[src/core/cis_pkg.sv]
// cis_pkg: constants shared by the interrupt selector files
// assumes a 32-bit apb register bus and a 32-line event vector
package cis_pkg;
    // register byte addresses
    localparam logic [31:0] CIS_ADDR_SEL_HIGH = 32'h019C0000;
    localparam logic [31:0] CIS_ADDR_SEL_LOW = 32'h019C0004;
    localparam logic [31:0] CIS_ADDR_IRQ_STATUS = 32'h019C0008;
    localparam logic [31:0] CIS_ADDR_IRQ_ENABLE = 32'h019C000C;
    localparam logic [31:0] CIS_ADDR_IRQ_CLEAR = 32'h019C0010;
    // selector geometry
    localparam int CIS_SEL_W = 5;
    localparam int CIS_FIELDS = 6;
    localparam int CIS_FIELD_LO1 = 0;
    localparam int CIS_FIELD_LO2 = 5;
    localparam int CIS_FIELD_LO3 = 10;
    localparam int CIS_FIELD_LO4 = 16;
    localparam int CIS_FIELD_LO5 = 21;
    localparam int CIS_FIELD_LO6 = 26;
    localparam int CIS_FIRST_PROG = 4;
    localparam int CIS_NUM_CPU_IRQ = 16;
    localparam int CIS_NUM_EVENTS = 32;
    // reset selector values for cpu irq 4..9 (low) and 10..15 (high)
    localparam logic [31:0] CIS_RST_SEL_LOW = 32'h250718A4;
    localparam logic [31:0] CIS_RST_SEL_HIGH = 32'h08202D43;
    // reserved selector codes
    localparam logic [4:0] CIS_CODE_RSV_A = 5'h15;
    localparam logic [4:0] CIS_CODE_RSV_B = 5'h16;
    localparam logic [4:0] CIS_CODE_RSV_LO = 5'h18;
    localparam logic [4:0] CIS_CODE_RSV_HI = 5'h1D;
    // status bit positions
    localparam int CIS_ST_RSV_LOW = 0;
    localparam int CIS_ST_RSV_HIGH = 1;
    localparam logic [31:0] CIS_ZERO = 32'h00000000;
    localparam logic [1:0] CIS_ST_ZERO = 2'h0;
endpackage : cis_pkg

[src/core/cis_sel_if.sv]
// cis_sel_if: selector register contents passed to the routing module
// assumes one clock domain shared by both ends
`timescale 1ns/100ps
interface cis_sel_if;
    logic [31:0] sel_low; // selector word for cpu irq 4..9
    logic [31:0] sel_high; // selector word for cpu irq 10..15
    modport regs (output sel_low, output sel_high);
    modport route (input sel_low, input sel_high);
endinterface : cis_sel_if

[src/core/cis_route.sv]
// cis_route: registered event-to-cpu-interrupt routing
// assumes synchronised events and selector words on ref_clk_i
`timescale 1ns/100ps
module cis_route
    import cis_pkg::*;
(
    input wire logic ref_clk_i, // core clock
    input wire logic srst_i, // sync reset, active high
    input wire logic [31:0] evt_i, // synchronised event lines
    input wire logic reset_evt_i, // synchronised reset event
    input wire logic nmi_evt_i, // synchronised nmi event
    cis_sel_if.route sel, // selector words
    output logic [15:0] cpu_irq_o // registered cpu inputs
);
    // field start of the n-th selector inside its word
    function automatic int field_lo(input int n);
        int r;
        r = CIS_FIELD_LO1;
        unique case (n)
            0: r = CIS_FIELD_LO1;
            1: r = CIS_FIELD_LO2;
            2: r = CIS_FIELD_LO3;
            3: r = CIS_FIELD_LO4;
            4: r = CIS_FIELD_LO5;
            default: r = CIS_FIELD_LO6;
        endcase
        return r;
    endfunction : field_lo

    logic [15:0] next_irq; // combinational routing result

    // fixed and programmable routing
    always_comb begin
        next_irq = '0;
        next_irq[0] = reset_evt_i;
        next_irq[1] = nmi_evt_i;
        // 2 and 3 stay low: reserved inputs
        for (int i = 0; i < CIS_FIELDS; i++) begin
            next_irq[CIS_FIRST_PROG + i] =
                evt_i[sel.sel_low[field_lo(i) +: CIS_SEL_W]];
            next_irq[CIS_FIRST_PROG + CIS_FIELDS + i] =
                evt_i[sel.sel_high[field_lo(i) +: CIS_SEL_W]];
        end
    end

    // one register stage keeps cpu inputs glitch free
    always_ff @(posedge ref_clk_i) begin
        if (srst_i) begin
            cpu_irq_o <= '0;
        end else begin
            cpu_irq_o <= next_irq;
        end
    end
endmodule : cis_route

[src/core/cis_top.sv]
// cis_top: cpu interrupt selector with apb registers
// assumes an apb master on ref_clk_i and asynchronous event pins
//
// The implementer's own choice: the APB slave port.
`timescale 1ns/100ps
module cis_top
    import cis_pkg::*;
(
    input wire logic ref_clk_i, // 250 mhz core clock
    input wire logic srst_i, // sync reset, active high
    input wire logic psel, // apb select
    input wire logic penable, // apb access phase
    input wire logic pwrite, // apb direction
    input wire logic [31:0] paddr, // apb byte address
    input wire logic [31:0] pwdata, // apb write data
    output logic [31:0] prdata, // apb read data
    output logic pready, // apb ready
    output logic pslverr, // apb error, unmapped address
    input wire logic [31:0] evt_i, // event lines, by selector code
    input wire logic reset_evt_i, // reset event to cpu irq 0
    input wire logic nmi_evt_i, // nmi event to cpu irq 1
    output logic [15:0] cpu_irq_o, // cpu interrupt inputs
    output logic irq_o // reserved-code interrupt
);
    // code meanings 0 host, 1..2 timers, 3 mem a refresh
    // 4..7 pin events, 8 transfer done, 9..11 debug, 12..15 serial0/1,
    // 16 pin event zero, 17..18 serial2, 19 timer two, 20 mem b refresh,
    // 23 cell bus, 30 viterbi unit, 31 turbo unit

    // true when a code is one software must not use
    function automatic logic is_rsv(input logic [4:0] c);
        return (c == CIS_CODE_RSV_A) || (c == CIS_CODE_RSV_B) ||
            ((c >= CIS_CODE_RSV_LO) && (c <= CIS_CODE_RSV_HI));
    endfunction : is_rsv

    // true when any field of a word holds a reserved code
    function automatic logic word_rsv(input logic [31:0] w);
        logic r;
        r = 1'b0;
        r = r | is_rsv(w[CIS_FIELD_LO1 +: CIS_SEL_W]);
        r = r | is_rsv(w[CIS_FIELD_LO2 +: CIS_SEL_W]);
        r = r | is_rsv(w[CIS_FIELD_LO3 +: CIS_SEL_W]);
        r = r | is_rsv(w[CIS_FIELD_LO4 +: CIS_SEL_W]);
        r = r | is_rsv(w[CIS_FIELD_LO5 +: CIS_SEL_W]);
        r = r | is_rsv(w[CIS_FIELD_LO6 +: CIS_SEL_W]);
        return r;
    endfunction : word_rsv

    // only the six field slices are stored; gaps read zero
    localparam logic [31:0] CIS_FIELD_MASK = 32'h7FFF7FFF;

    cis_sel_if sel_bus (); // selector words to router

    logic [31:0] evt_meta; // first sync stage, read only by evt_sync
    logic [31:0] evt_sync; // synchronised events
    logic [1:0] fix_meta; // first sync stage for reset and nmi
    logic [1:0] fix_sync; // synchronised reset and nmi
    logic [31:0] sel_low; // low selector word
    logic [31:0] sel_high; // high selector word
    logic [1:0] irq_status; // sticky reserved-code flags
    logic [1:0] irq_enable; // interrupt enables
    logic acc; // apb access phase, single wait-free cycle
    logic wr; // write taken this edge
    logic mapped; // address decodes to a register
    logic [1:0] rsv_evt; // reserved-code write events

    assign acc = psel & penable;
    assign wr = acc & pwrite;
    assign mapped = (paddr == CIS_ADDR_SEL_HIGH) ||
        (paddr == CIS_ADDR_SEL_LOW) || (paddr == CIS_ADDR_IRQ_STATUS) ||
        (paddr == CIS_ADDR_IRQ_ENABLE) || (paddr == CIS_ADDR_IRQ_CLEAR);
    assign rsv_evt[CIS_ST_RSV_LOW] = wr && (paddr == CIS_ADDR_SEL_LOW) &&
        word_rsv(pwdata);
    assign rsv_evt[CIS_ST_RSV_HIGH] = wr && (paddr == CIS_ADDR_SEL_HIGH) &&
        word_rsv(pwdata);
    assign sel_bus.sel_low = sel_low;
    assign sel_bus.sel_high = sel_high;

    // two-stage synchronisers for pin events
    always_ff @(posedge ref_clk_i) begin
        if (srst_i) begin
            evt_meta <= CIS_ZERO;
            evt_sync <= CIS_ZERO;
            fix_meta <= CIS_ST_ZERO;
            fix_sync <= CIS_ST_ZERO;
        end else begin
            evt_meta <= evt_i;
            evt_sync <= evt_meta;
            fix_meta <= {nmi_evt_i, reset_evt_i};
            fix_sync <= fix_meta;
        end
    end

    // selector registers; a reserved code is stored anyway, only flagged
    always_ff @(posedge ref_clk_i) begin
        if (srst_i) begin
            sel_low <= CIS_RST_SEL_LOW;
            sel_high <= CIS_RST_SEL_HIGH;
        end else if (wr) begin
            if (paddr == CIS_ADDR_SEL_LOW) begin
                sel_low <= pwdata & CIS_FIELD_MASK;
            end
            if (paddr == CIS_ADDR_SEL_HIGH) begin
                sel_high <= pwdata & CIS_FIELD_MASK;
            end
        end
    end

    // sticky status: set wins over clear
    always_ff @(posedge ref_clk_i) begin
        if (srst_i) begin
            irq_status <= CIS_ST_ZERO;
        end else begin
            irq_status <= ((wr && paddr == CIS_ADDR_IRQ_CLEAR) ?
                (irq_status & ~pwdata[1:0]) : irq_status) | rsv_evt;
        end
    end

    // enable register
    always_ff @(posedge ref_clk_i) begin
        if (srst_i) begin
            irq_enable <= CIS_ST_ZERO;
        end else if (wr && paddr == CIS_ADDR_IRQ_ENABLE) begin
            irq_enable <= pwdata[1:0];
        end
    end

    // level interrupt from registered status
    always_ff @(posedge ref_clk_i) begin
        if (srst_i) begin
            irq_o <= 1'b0;
        end else begin
            irq_o <= |(irq_status & irq_enable);
        end
    end

    // apb answer: registered at the setup edge, ready in the first access cycle, no wait state
    always_ff @(posedge ref_clk_i) begin
        if (srst_i) begin
            pready <= 1'b0;
            pslverr <= 1'b0;
            prdata <= CIS_ZERO;
        end else begin
            pready <= psel & ~penable;
            pslverr <= psel & ~penable & ~mapped;
            prdata <= CIS_ZERO;
            if (psel && !penable && !pwrite) begin
                if (paddr == CIS_ADDR_SEL_LOW) begin
                    prdata <= sel_low;
                end else if (paddr == CIS_ADDR_SEL_HIGH) begin
                    prdata <= sel_high;
                end else if (paddr == CIS_ADDR_IRQ_STATUS) begin
                    prdata <= {30'h00000000, irq_status};
                end else if (paddr == CIS_ADDR_IRQ_ENABLE) begin
                    prdata <= {30'h00000000, irq_enable};
                end
            end
        end
    end

    // routing of events onto cpu inputs
    cis_route u_route (
        .ref_clk_i(ref_clk_i),
        .srst_i(srst_i),
        .evt_i(evt_sync),
        .reset_evt_i(fix_sync[0]),
        .nmi_evt_i(fix_sync[1]),
        .sel(sel_bus.route),
        .cpu_irq_o(cpu_irq_o)
    );

    // checks
    property p_rst_low;
        @(posedge ref_clk_i) $fell(srst_i) |-> sel_low == CIS_RST_SEL_LOW;
    endproperty
    a_rst_low: assert property (p_rst_low) else $error("low default");
    property p_rst_high;
        @(posedge ref_clk_i) $fell(srst_i) |-> sel_high == CIS_RST_SEL_HIGH;
    endproperty
    a_rst_high: assert property (p_rst_high) else $error("high default");
    property p_fixed_rsv;
        @(posedge ref_clk_i) disable iff (srst_i) cpu_irq_o[3:2] == 2'h0;
    endproperty
    a_fixed_rsv: assert property (p_fixed_rsv) else $error("irq 2/3 set");
    property p_nmi;
        @(posedge ref_clk_i) disable iff (srst_i)
            fix_sync[1] |=> cpu_irq_o[1];
    endproperty
    a_nmi: assert property (p_nmi) else $error("nmi not routed");
    property p_reset_irq;
        @(posedge ref_clk_i) disable iff (srst_i)
            fix_sync[0] |=> cpu_irq_o[0];
    endproperty
    a_reset_irq: assert property (p_reset_irq) else $error("irq0");
    property p_route4;
        @(posedge ref_clk_i) disable iff (srst_i)
            1'b1 |=> cpu_irq_o[4] == $past(evt_sync[sel_low[4:0]]);
    endproperty
    a_route4: assert property (p_route4) else $error("irq4 route");
    property p_route15;
        @(posedge ref_clk_i) disable iff (srst_i)
            1'b1 |=> cpu_irq_o[15] == $past(evt_sync[sel_high[30:26]]);
    endproperty
    a_route15: assert property (p_route15) else $error("irq15");
    property p_wr_low;
        @(posedge ref_clk_i) disable iff (srst_i)
            wr && paddr == CIS_ADDR_SEL_LOW |=>
            sel_low == ($past(pwdata) & CIS_FIELD_MASK);
    endproperty
    a_wr_low: assert property (p_wr_low) else $error("low write");
    property p_new_sel;
        @(posedge ref_clk_i) disable iff (srst_i)
            wr && paddr == CIS_ADDR_SEL_HIGH |=> ##1
            cpu_irq_o[10] == $past(evt_sync[sel_high[4:0]]);
    endproperty
    a_new_sel: assert property (p_new_sel) else $error("sel late");
    property p_rsv_flag;
        @(posedge ref_clk_i) disable iff (srst_i)
            rsv_evt[0] |=> irq_status[0];
    endproperty
    a_rsv_flag: assert property (p_rsv_flag) else $error("rsv flag");
    c_wr_high: cover property (@(posedge ref_clk_i)
        wr && paddr == CIS_ADDR_SEL_HIGH);
    c_irq: cover property (@(posedge ref_clk_i) irq_o);
    c_err: cover property (@(posedge ref_clk_i) pslverr && pready);
endmodule : cis_top

[config.mk]
export PLATFORM = sky130hd
export DESIGN_NAME = cis_top
export DESIGN_NICKNAME = d
export VERILOG_FILES = /design/src/core/cis_pkg.sv /design/src/core/cis_sel_if.sv /design/src/core/cis_route.sv /design/src/core/cis_top.sv
export SDC_FILE = /design/constraint.sdc
export NUM_CORES = 1
export LEC_CHECK = 0
export BUFFER_PORTS_ARGS = -buffer_cell sky130_fd_sc_hd__buf_4
export CORE_AREA = 2 2 181 112
export CTS_CLUSTER_DIAMETER = 40
export DETAILED_ROUTE_END_ITERATION = 7
export DIE_AREA = 0 0 183 114
export PLACE_DENSITY = 0.82
export SETUP_SLACK_MARGIN = 0.4
export SLEW_MARGIN = 15
export SYNTH_ARGS = -nofsm -noshare
export SYNTH_HDL_FRONTEND = slang
export SYNTH_HIERARCHICAL = 1
export SYNTH_SLANG_ARGS = --single-unit
[constraint.sdc]
create_clock -name ref_clk_i -period 7.41 [get_ports ref_clk_i]
set_input_delay 1.482 -clock ref_clk_i [delete_from_list [all_inputs] [get_ports ref_clk_i]]
set_output_delay 1.482 -clock ref_clk_i [all_outputs]
set_load 0.1 [all_outputs]
# Yosys cells after proc, flatten, opt, wreduce, memory -nomap -nowiden
# Index checks and enable logic that the tools add are counted.
# Widths: inputs -> output; s select.
[word_totals]
output_inout_bits = 51
ff_bits = 183
[op_classes]
mux = 29
order_cmp = 24
n_eq_ne = 17
bitwise_logic = 16
reduce_logical = 37
[op_table]
columns = ["op", "n"]
rows = [
  ["$eq 32x25->1 const B", 5],
  ["$lt 5x6->1 const B", 12],
  ["$mux 31", 2],
  ["$bmux 1 s5", 12],
  ["$eq 5x5->1 const B", 12],
  ["$ge 5x5->1 const B", 6],
  ["$le 5x5->1 const B", 6],
  ["$logic_or 1x1->1", 16],
  ["$logic_and 1x1->1", 14],
  ["$mux 1", 12],
  ["$mux 2", 3],
  ["$or 1x1->1", 5],
  ["$reduce_or 5->1", 1],
  ["$and 1x1->1", 4],
  ["$and 2x2->2", 2],
  ["$reduce_and 2->1", 2],
  ["$reduce_or 2->1", 2],
  ["$not 1->1", 3],
  ["$logic_not 1->1", 2],
  ["$not 2->2", 1],
  ["$or 2x2->2", 1],
]

# Longest topological paths before layout
# Gate-level depths: netlist of the first run.
[logic_depth]
depth_word = 10
mapped_depth = 8
mapped_depth_nobuf = 5

# Modules after synthesis
# The synthesis of the first run kept the hierarchy.
[by_module_without_submodules]
columns = ["mod", "seq_area_each_um2", "area_per_inst_um2", "cells_each", "n_inst"]
rows = [
  ["cis_top", 3303.2, 5582.9, 595, 1],
  ["cis_route", 280.3, 3887.5, 335, 1],
]

# Worst setup path before layout of the first run
# Ideal clock, no wire load.
[synth_timing]
path_type = "input-to-reg"
from = "input paddr[7]"
to = "register sel_high[8] (netlist: sel_bus.sel_high[8])"
setup_slack_ns = 3.947
stages = 7
arrival_ns = 3.326
required_time_ns = 7.273
path_cell_list = "or4_1 -> or4_4 -> or4_1 -> buf_2 -> buf_6 -> nand2_2 -> o211ai_2"
[synth_via]
elab_chain_cells = 2
[synth_rtl]
columns = ["element", "line_no", "source"]
rows = [
  ["start: declaration", "cis_top.sv:14", "input wire logic [31:0] paddr,"],
  ["$eq 32x25->1", "cis_top.sv:103", "if (paddr == CIS_ADDR_SEL_HIGH) begin"],
  ["$reduce_and 2->1 (no line)", "--", ""],
  ["end signal: assignment", "cis_top.sv:104", "sel_high <= pwdata & CIS_FIELD_MASK;"],
  ["end: declaration", "cis_top.sv:59", "logic [31:0] sel_high;"],
]
# No other way between the ends.
# A chain may end at the register's enable or synchronous reset.

# Worst setup path in the final report of the first run
[layout_timing]
from = "input paddr[31]"
to = "register sel_low[18] (netlist: sel_bus.sel_low[18])"
[layout_via]
elab_chain_cells = 2
[layout_rtl]
columns = ["element", "line_no", "source"]
rows = [
  ["$eq 32x25->1", "cis_top.sv:100", "if (paddr == CIS_ADDR_SEL_LOW) begin"],
  ["$reduce_and 2->1 (no line)", "--", ""],
  ["end signal: assignment", "cis_top.sv:101", "sel_low <= pwdata & CIS_FIELD_MASK;"],
  ["end: declaration", "cis_top.sv:58", "logic [31:0] sel_low;"],
]
# No other way between the ends.

==> results.py, run 1 <==
metrics = {
    "run_status": {
        "outcome": "finished, final reports clean",
    },
    "die": {
        "io_pins": 154,
        "die_area_um2": 20900,
        "die_y_um": 114,
        "die_w_um": 183,
        "rows": 40,
        "core_um2": 19400,
        "start_util": 0.488,
    },
    "synth": {
        "synth-seq-cells": 179,
        "ys_types": 51,
        "synth_edf_count": 0,
        "muxShareOfSynthArea": 0.284,
        "synth_flop_cell": "dfxtp_1",
        "syn_inst": 930,
        "synth-compound-area-share": 0.101,
        "syn-cell-area_um2": 9470,
        "synth-seq-area-share": 0.378,
        "synth-adder-area-share": 0,
        "yosys.area_share.simple": 0.177,
        "synthXorXnorAreaFrac": 0,
        "yosysWarningCount": 6,
        "synth_top_family_by_area": "multiplexers",
        "ys_async_sr_fraction": 0,
        "avgSynthCellArea_um2": 10.2,
    },
    "sta": {
        "finalCritPeriodShare": 0.508,
        "tightest_slew_ns": 1.24,
        "hold_viol": 0,
        "slew_viol_final": 0,
        "min_period_ns": 3.76,
        "setup_ws_ns": 3.65,
        "slew_headroom": 0.176,
        "rsz0062_at_grt": "false",
        "setup_tns_ns": 0,
        "clock.fmax_mhz": 266,
        "finalSetupViolCount": 0,
        "skew_ns": 0.00774,
    },
    "detailed_routing": {
        "via_per_inst": 6.39,
        "first_pass_iters": 6,
        "avgRoutedWirePerCell_um": 21.5,
        "drc": 0,
        "drt-initial-drc-count": 1186,
        "ant_nets": 0,
        "num_vias": 8046,
        "routed_wl_mm": 27.1,
    },
    "placed_design": {
        "place_area_um2": 10400,
        "dp_slack_ns": 3.21,
        "port_buffers": 147,
        "dp_hpwl_mm": 17.8,
        "routabilityCongestion": 0.941,
    },
    "setup_path": {
        "critical_path.max_fanout": 31,
        "critPathMaxStageDelay_ns": 1.20,
        "critPathArrivalTime_ns": 4.04,
        "criticalPathCategory": "in -> reg",
        "required_ns": 7.69,
        "crit_path_cell_trace": "buf_4 -> nor4_1 -> nand4_1 -> or4_1 -> nand2_1 -> nand3_1",
        "cp_slowest_cell": "or4_1",
        "endpoint_kind": "flop",
        "cp-start-kind": "input port",
    },
    "grt": {
        "grt_pass1_wl_mm": 42.0,
        "grtUsageTotal": 0.261,
        "grt_antenna_before_repair": 0,
        "grt_start_max_net_pins": 98,
        "grt_pass1_vias": 7642,
        "grt.overflow.total": 0,
    },
    "layout": {
        "syn2layout_area_growth_pct": 16.5,
        "nets": 1098,
        "fin_util": 0.568,
        "multi_input_area_um2": 5350,
        "drive_gt1_frac": 0.264,
        "regArea_um2": 3580,
        "n_antenna_cell": 0,
        "fillCellCount": 1605,
        "final_area_um2": 11000,
    },
    "power": {
        "power_leakage_uw": 0.00434,
        "powerDensity_nw_per_um2": 189,
        "peakVddDrop_uv": 165,
    },
    "cts": {
        "cts-root-buf": "clkbuf_16",
        "cts_hold_buf": 0,
        "clock_latency_ns": 0.45,
        "clockBufferDepth": 2,
        "cts_max_level": 4,
        "cts_buffers": 17,
        "cts.reportedPaths.clkPinSlew_ns": 0.07,
        "postCtsSetupRepairBufs": 0,
        "cts_num_sinks": 179,
        "cts-resized-gates": 0,
        "cts_tree": "done",
    },
    "run": {
        "maxCapViolCount": 0,
    },
    "min_path": {
        "hold_class": "reg -> reg",
    },
}
[critical path, delay by kind of cell]
family | cells | cell delay [ns]
buffers and inverters | 1 | 0.11
AND/OR/NAND/NOR | 5 | 2.44
[cell type report]
| type | instances | share of cell area |
|---|---|---|
| clock inverters | 14 | 0.0133 |
| clock buffers | 18 | 0.0398 |
| inverters | 14 | 0.00476 |
| repair buffers | 153 | 0.104 |
| well taps | 252 | 0.0286 |
| multi-input cells | 630 | 0.485 |
| flip-flops and latches | 179 | 0.325 |
[layout by cell type, fill, tap and decap left out, drive strengths merged, types with 6 or more instances in the layout]
cell,netlist,final
dfxtp,179,179
buf,39,153
nand2,139,139
mux4,84,84
nor2b,77,77
a21oi,48,48
nor2,46,46
mux2i,42,42
a22oi,29,29
nand3,25,25
mux2,22,22
inv,14,19
clkbuf,70,18
a31oi,16,16
o211ai,10,10
o221ai,9,9
nand2b,8,8
nor4,8,8
a221o,6,6
o21ai,6,6
o22ai,6,6
[registers in the layout, indices dropped and copies added, names as in the netlist]
name and flops:
u_route/cpu_irq_o 14, sel_bus.sel_low 30, irq_o 1, pslverr 1
fix_sync 2, irq_enable 2, evt_sync 32, evt_meta 32
fix_meta 2, irq_status 2, pready 1, prdata 30
sel_bus.sel_high 30
[per-stage QoR]
stage,total power (uW),hold WS [ns],std cells
final,2090,0.436,1260
after global routing,2140,0.449,1260
after CTS,2090,0.432,1260
after detailed placement,1200,0.422,1228
after global placement,1200,0.418,1228
after floorplan,1120,0.414,932
[power breakdown]
group          internal (uW)  total (uW)  switching, uW
Clock                    481         900            419
Combinational           86.8         172           85.3
Sequential               981        1010           33.4
[worst paths after layout]
path,from,cells past startpoint,to,slack [ns]
min,evt_meta[1],1,evt_sync[1],0.44
min reg2reg,evt_meta[1],1,evt_sync[1],0.44
max,paddr[31],6,sel_bus.sel_low[18],3.65
max reg2reg,sel_bus.sel_high[16],3,u_route/cpu_irq_o[13],5.39
[cell families (layout without fill, tap and decap cells)]
kind of cell           count (synthesis)  after routing
AO/OA/AOI/OAI                        142            142
other                                  2              4
AND/OR/NAND/NOR                      336            336
buffers and inverters                123            199
flip-flops                           179            179
multiplexers                         148            148
[cells in the mapped netlist (all sizes together), types with 10 or more instances]
master | n | share of area
nor2b | 77 | 0.051
dfxtp | 179 | 0.38
a22oi | 29 | 0.023
a31oi | 16 | 0.011
mux2 | 22 | 0.026
nor2 | 46 | 0.018
a21oi | 48 | 0.025
nand3 | 25 | 0.013
inv | 14 | 0.0055
mux4 | 84 | 0.21
buf | 39 | 0.026
clkbuf | 70 | 0.028
nand2 | 139 | 0.055
mux2i | 42 | 0.044
o211ai | 10 | 0.0085
[per-layer routing]
metal	vias to the layer above	track usage	part of all wire
met2	634	0.382	0.43
li1	3518	-	-
met3	108	0.0929	0.14
met4	0	0.0912	0.032
met1	3786	0.358	0.40
met5	-	0.00471	0
No activity file was read; power rests on OpenSTA's default activity.
==> run 2: changes to the inputs <==
--- a/config.mk
+++ b/config.mk
@@ -5,12 +5,13 @@
 export SDC_FILE = /design/constraint.sdc
 export NUM_CORES = 1
 export LEC_CHECK = 0
+export ABC_AREA = 1
 export BUFFER_PORTS_ARGS = -buffer_cell sky130_fd_sc_hd__buf_4
-export CORE_AREA = 2 2 181 112
+export CORE_AREA = 2 2 195 120
 export CTS_CLUSTER_DIAMETER = 40
 export DETAILED_ROUTE_END_ITERATION = 7
-export DIE_AREA = 0 0 183 114
-export PLACE_DENSITY = 0.82
+export DIE_AREA = 0 0 197 122
+export PLACE_DENSITY = 0.84
 export SETUP_SLACK_MARGIN = 0.4
 export SLEW_MARGIN = 15
 export SYNTH_ARGS = -nofsm -noshare
==> constraint.sdc (replaced) <==
create_clock -name ref_clk_i -period 3.3 [get_ports ref_clk_i]
set_input_delay 0.66 -clock ref_clk_i [delete_from_list [all_inputs] [get_ports ref_clk_i]]
set_output_delay 0.66 -clock ref_clk_i [all_outputs]
set_load 0.1 [all_outputs]
==> results.py, run 2 <==
metrics = {
    "sta": {
        "hold_ws_ns": 0.402,
        "slew_headroom": 0.373,
        "slew_viol_final": 0,
        "finalSetupViolCount": 0,
        "setup_ws_ns": 0.989,
        "tightest_slew_ns": 0.938,
        "skew_ns": 0.00790,
        "setup_tns_ns": 0,
        "clock.fmax_mhz": 433,
        "hold_viol": 0,
        "rsz0062_at_grt": "false",
        "finalCritPeriodShare": 0.700,
        "min_period_ns": 2.31,
    },
    "placed_design": {
        "dp_hpwl_mm": 24.3,
        "dp_slack_ns": 0.704,
        "routabilityCongestion": 0.941,
        "port_buffers": 147,
    },
    "detailed_routing": {
        "num_vias": 12379,
        "via_per_inst": 5.70,
        "drt-initial-drc-count": 2352,
        "avgRoutedWirePerCell_um": 16.8,
        "ant_nets": 0,
        "first_pass_iters": 8,
        "routed_wl_mm": 36.5,
        "drc": 7,
    },
    "die": {
        "core_um2": 22500,
        "io_pins": 154,
        "rows": 43,
        "die_w_um": 197,
        "die_area_um2": 24000,
        "die_y_um": 122,
        "start_util": 0.489,
    },
    "setup_path": {
        "cp_slowest_cell": "clkinv_2",
        "criticalPathCategory": "in -> reg",
        "cp_common_cell": "nand2_1",
        "critPathArrivalTime_ns": 2.65,
        "critical_path.max_fanout": 28,
        "critPathMaxStageDelay_ns": 0.49,
        "cp-start-kind": "input port",
        "required_ns": 3.64,
        "endpoint_kind": "flop",
        "crit_path_cell_trace": "buf_4 -> nor2_1 -> nand2_1 -> nor2_1 -> nand2_1 -> nor2_4 -> nand2_2 -> clkinv_2 -> nand2_1 -> a21oi_1",
        "timing.rr.start": "sel_bus.sel_low[21]",
        "worstSetupStartpoint": "paddr[29]",
    },
    "synth": {
        "synth_top_area_cell": "dfxtp_1",
        "syn_inst": 1809,
        "syn-cell-area_um2": 11000,
        "synth.most_common_cell": "nand2_1",
        "synth-seq-area-share": 0.326,
        "synth-seq-cells": 179,
        "synth_top_area_frac": 0.326,
        "avgSynthCellArea_um2": 6.07,
        "synth_top_cells_by_count": "nand2_1, nand3_1, dfxtp_1",
        "yosysWarningCount": 6,
        "ys_types": 32,
        "synth_edf_count": 0,
        "ys_async_sr_fraction": 0,
        "synth_flop_cell": "dfxtp_1",
        "synth_area_leaders": "dfxtp_1, nand2_1, nand3_1",
    },
    "layout": {
        "drive_gt1_frac": 0.124,
        "layout_common_cells": "nand2_1, nand3_1, dfxtp_1",
        "syn2layout_area_growth_pct": 10.8,
        "n_antenna_cell": 0,
        "nets": 1970,
        "mostFrequentLayoutCell": "nand2_1",
        "top_regs": "evt_meta (32), evt_sync (32)",
    },
    "power": {
        "power_leakage_uw": 0.00553,
        "powerDensity_nw_per_um2": 396,
        "peakVddDrop_uv": 453,
    },
    "grt": {
        "grt_pass1_wl_mm": 56.8,
        "grt.overflow.total": 0,
        "grt_start_max_net_pins": 71,
        "grtUsageTotal": 0.302,
        "grt_pass1_vias": 10930,
        "grt_antenna_before_repair": 2,
    },
    "min_path": {
        "hp-start": "evt_meta[11]",
        "hold_class": "reg -> reg",
    },
    "cts": {
        "cts-root-buf": "clkbuf_16",
        "cts_tree": "done",
        "clock_latency_ns": 0.44,
        "cts_hold_buf": 0,
        "cts_max_level": 4,
        "cts-resized-gates": 0,
        "postCtsSetupRepairBufs": 0,
        "clockBufferDepth": 2,
        "cts_buffers": 17,
        "cts_num_sinks": 179,
        "cts.reportedPaths.clkPinSlew_ns": 0.06,
    },
    "run": {
        "maxCapViolCount": 0,
    },
    "run_status": {
        "violations": "design-rule violations",
        "outcome": "finished, violations left",
    },
}
run 2: cell count changes after synthesis, moves of 51 or more:
cell | before | now
nand3_1 | 25 | 327
clkbuf_1 | 70 | 19
nor2b_1 | 77 | 0
nand2_1 | 138 | 649
inv_1 | 14 | 164
nor2_1 | 46 | 172
run 2: kinds of logic (layout without fill, tap and decap cells):
logic type | after synthesis | in the layout | share of synthesized area
and+or+nand+nor | 1188 | 1188 | 0.452
buffers and inverters | 308 | 377 | 0.159
DFF | 179 | 179 | 0.326
AOI/OAI and AO/OA | 132 | 132 | 0.0630
other | 2 | 4 | 0.000683
run 2: worst paths after layout:
| path | endpoint | slack, ns | cells past startpoint |
|---|---|---|---|
| worst min-delay path | evt_sync[11] | 0.40 | 2 |
| worst max register to register | u_route/cpu_irq_o[8] | 1.34 | 8 |
| worst min register to register | evt_sync[11] | 0.40 | 2 |
| worst max-delay path | prdata[10] | 0.99 | 10 |
run 2: layout make-up:
cell class / instances / area, um2
tap: 292 / 365
timing repair buffer: 158 / 1190
inverter: 187 / 766
clock inverter: 14 / 174
clock buffer: 18 / 429
fill: 2252 / 10300
sequential: 179 / 3580
multi-input combinational: 1324 / 5670
run 2: stage by stage:
stage / power, uW / utilization / instance area [um2] / cells
final: 4830 / 0.541 / 12200 / 2172
after global routing: 4980 / 0.541 / 12200 / 2172
after CTS: 4840 / 0.541 / 12200 / 2172
after detailed placement: 2770 / 0.515 / 11600 / 2140
after global placement: 2760 / 0.515 / 11600 / 2140
after floorplan: 2560 / - / 11000 / 1811
run 2: worst max-delay path: cells and delay by family:
kind | cells | cell delay, ns
compound gates | 1 | 0.25
buf+inv | 2 | 0.60
simple gates | 7 | 1.11
run 2: layer usage:
layer | part of all wire | GRT usage | vias up | wire, um
li1 | - | - | 5760 | -
met1 | 0.39 | 0.415 | 5512 | 14400
met2 | 0.42 | 0.445 | 966 | 15300
met3 | 0.15 | 0.0764 | 141 | 5640
met4 | 0.034 | 0.136 | 0 | 1240
met5 | 0 | 0 | - | 0
run 2: power by group:
group / switching, uW / internal [uW]
Combinational: 270 / 170
Clock: 889 / 1200
Sequential: 94.6 / 2200
Total: 1250 / 3570
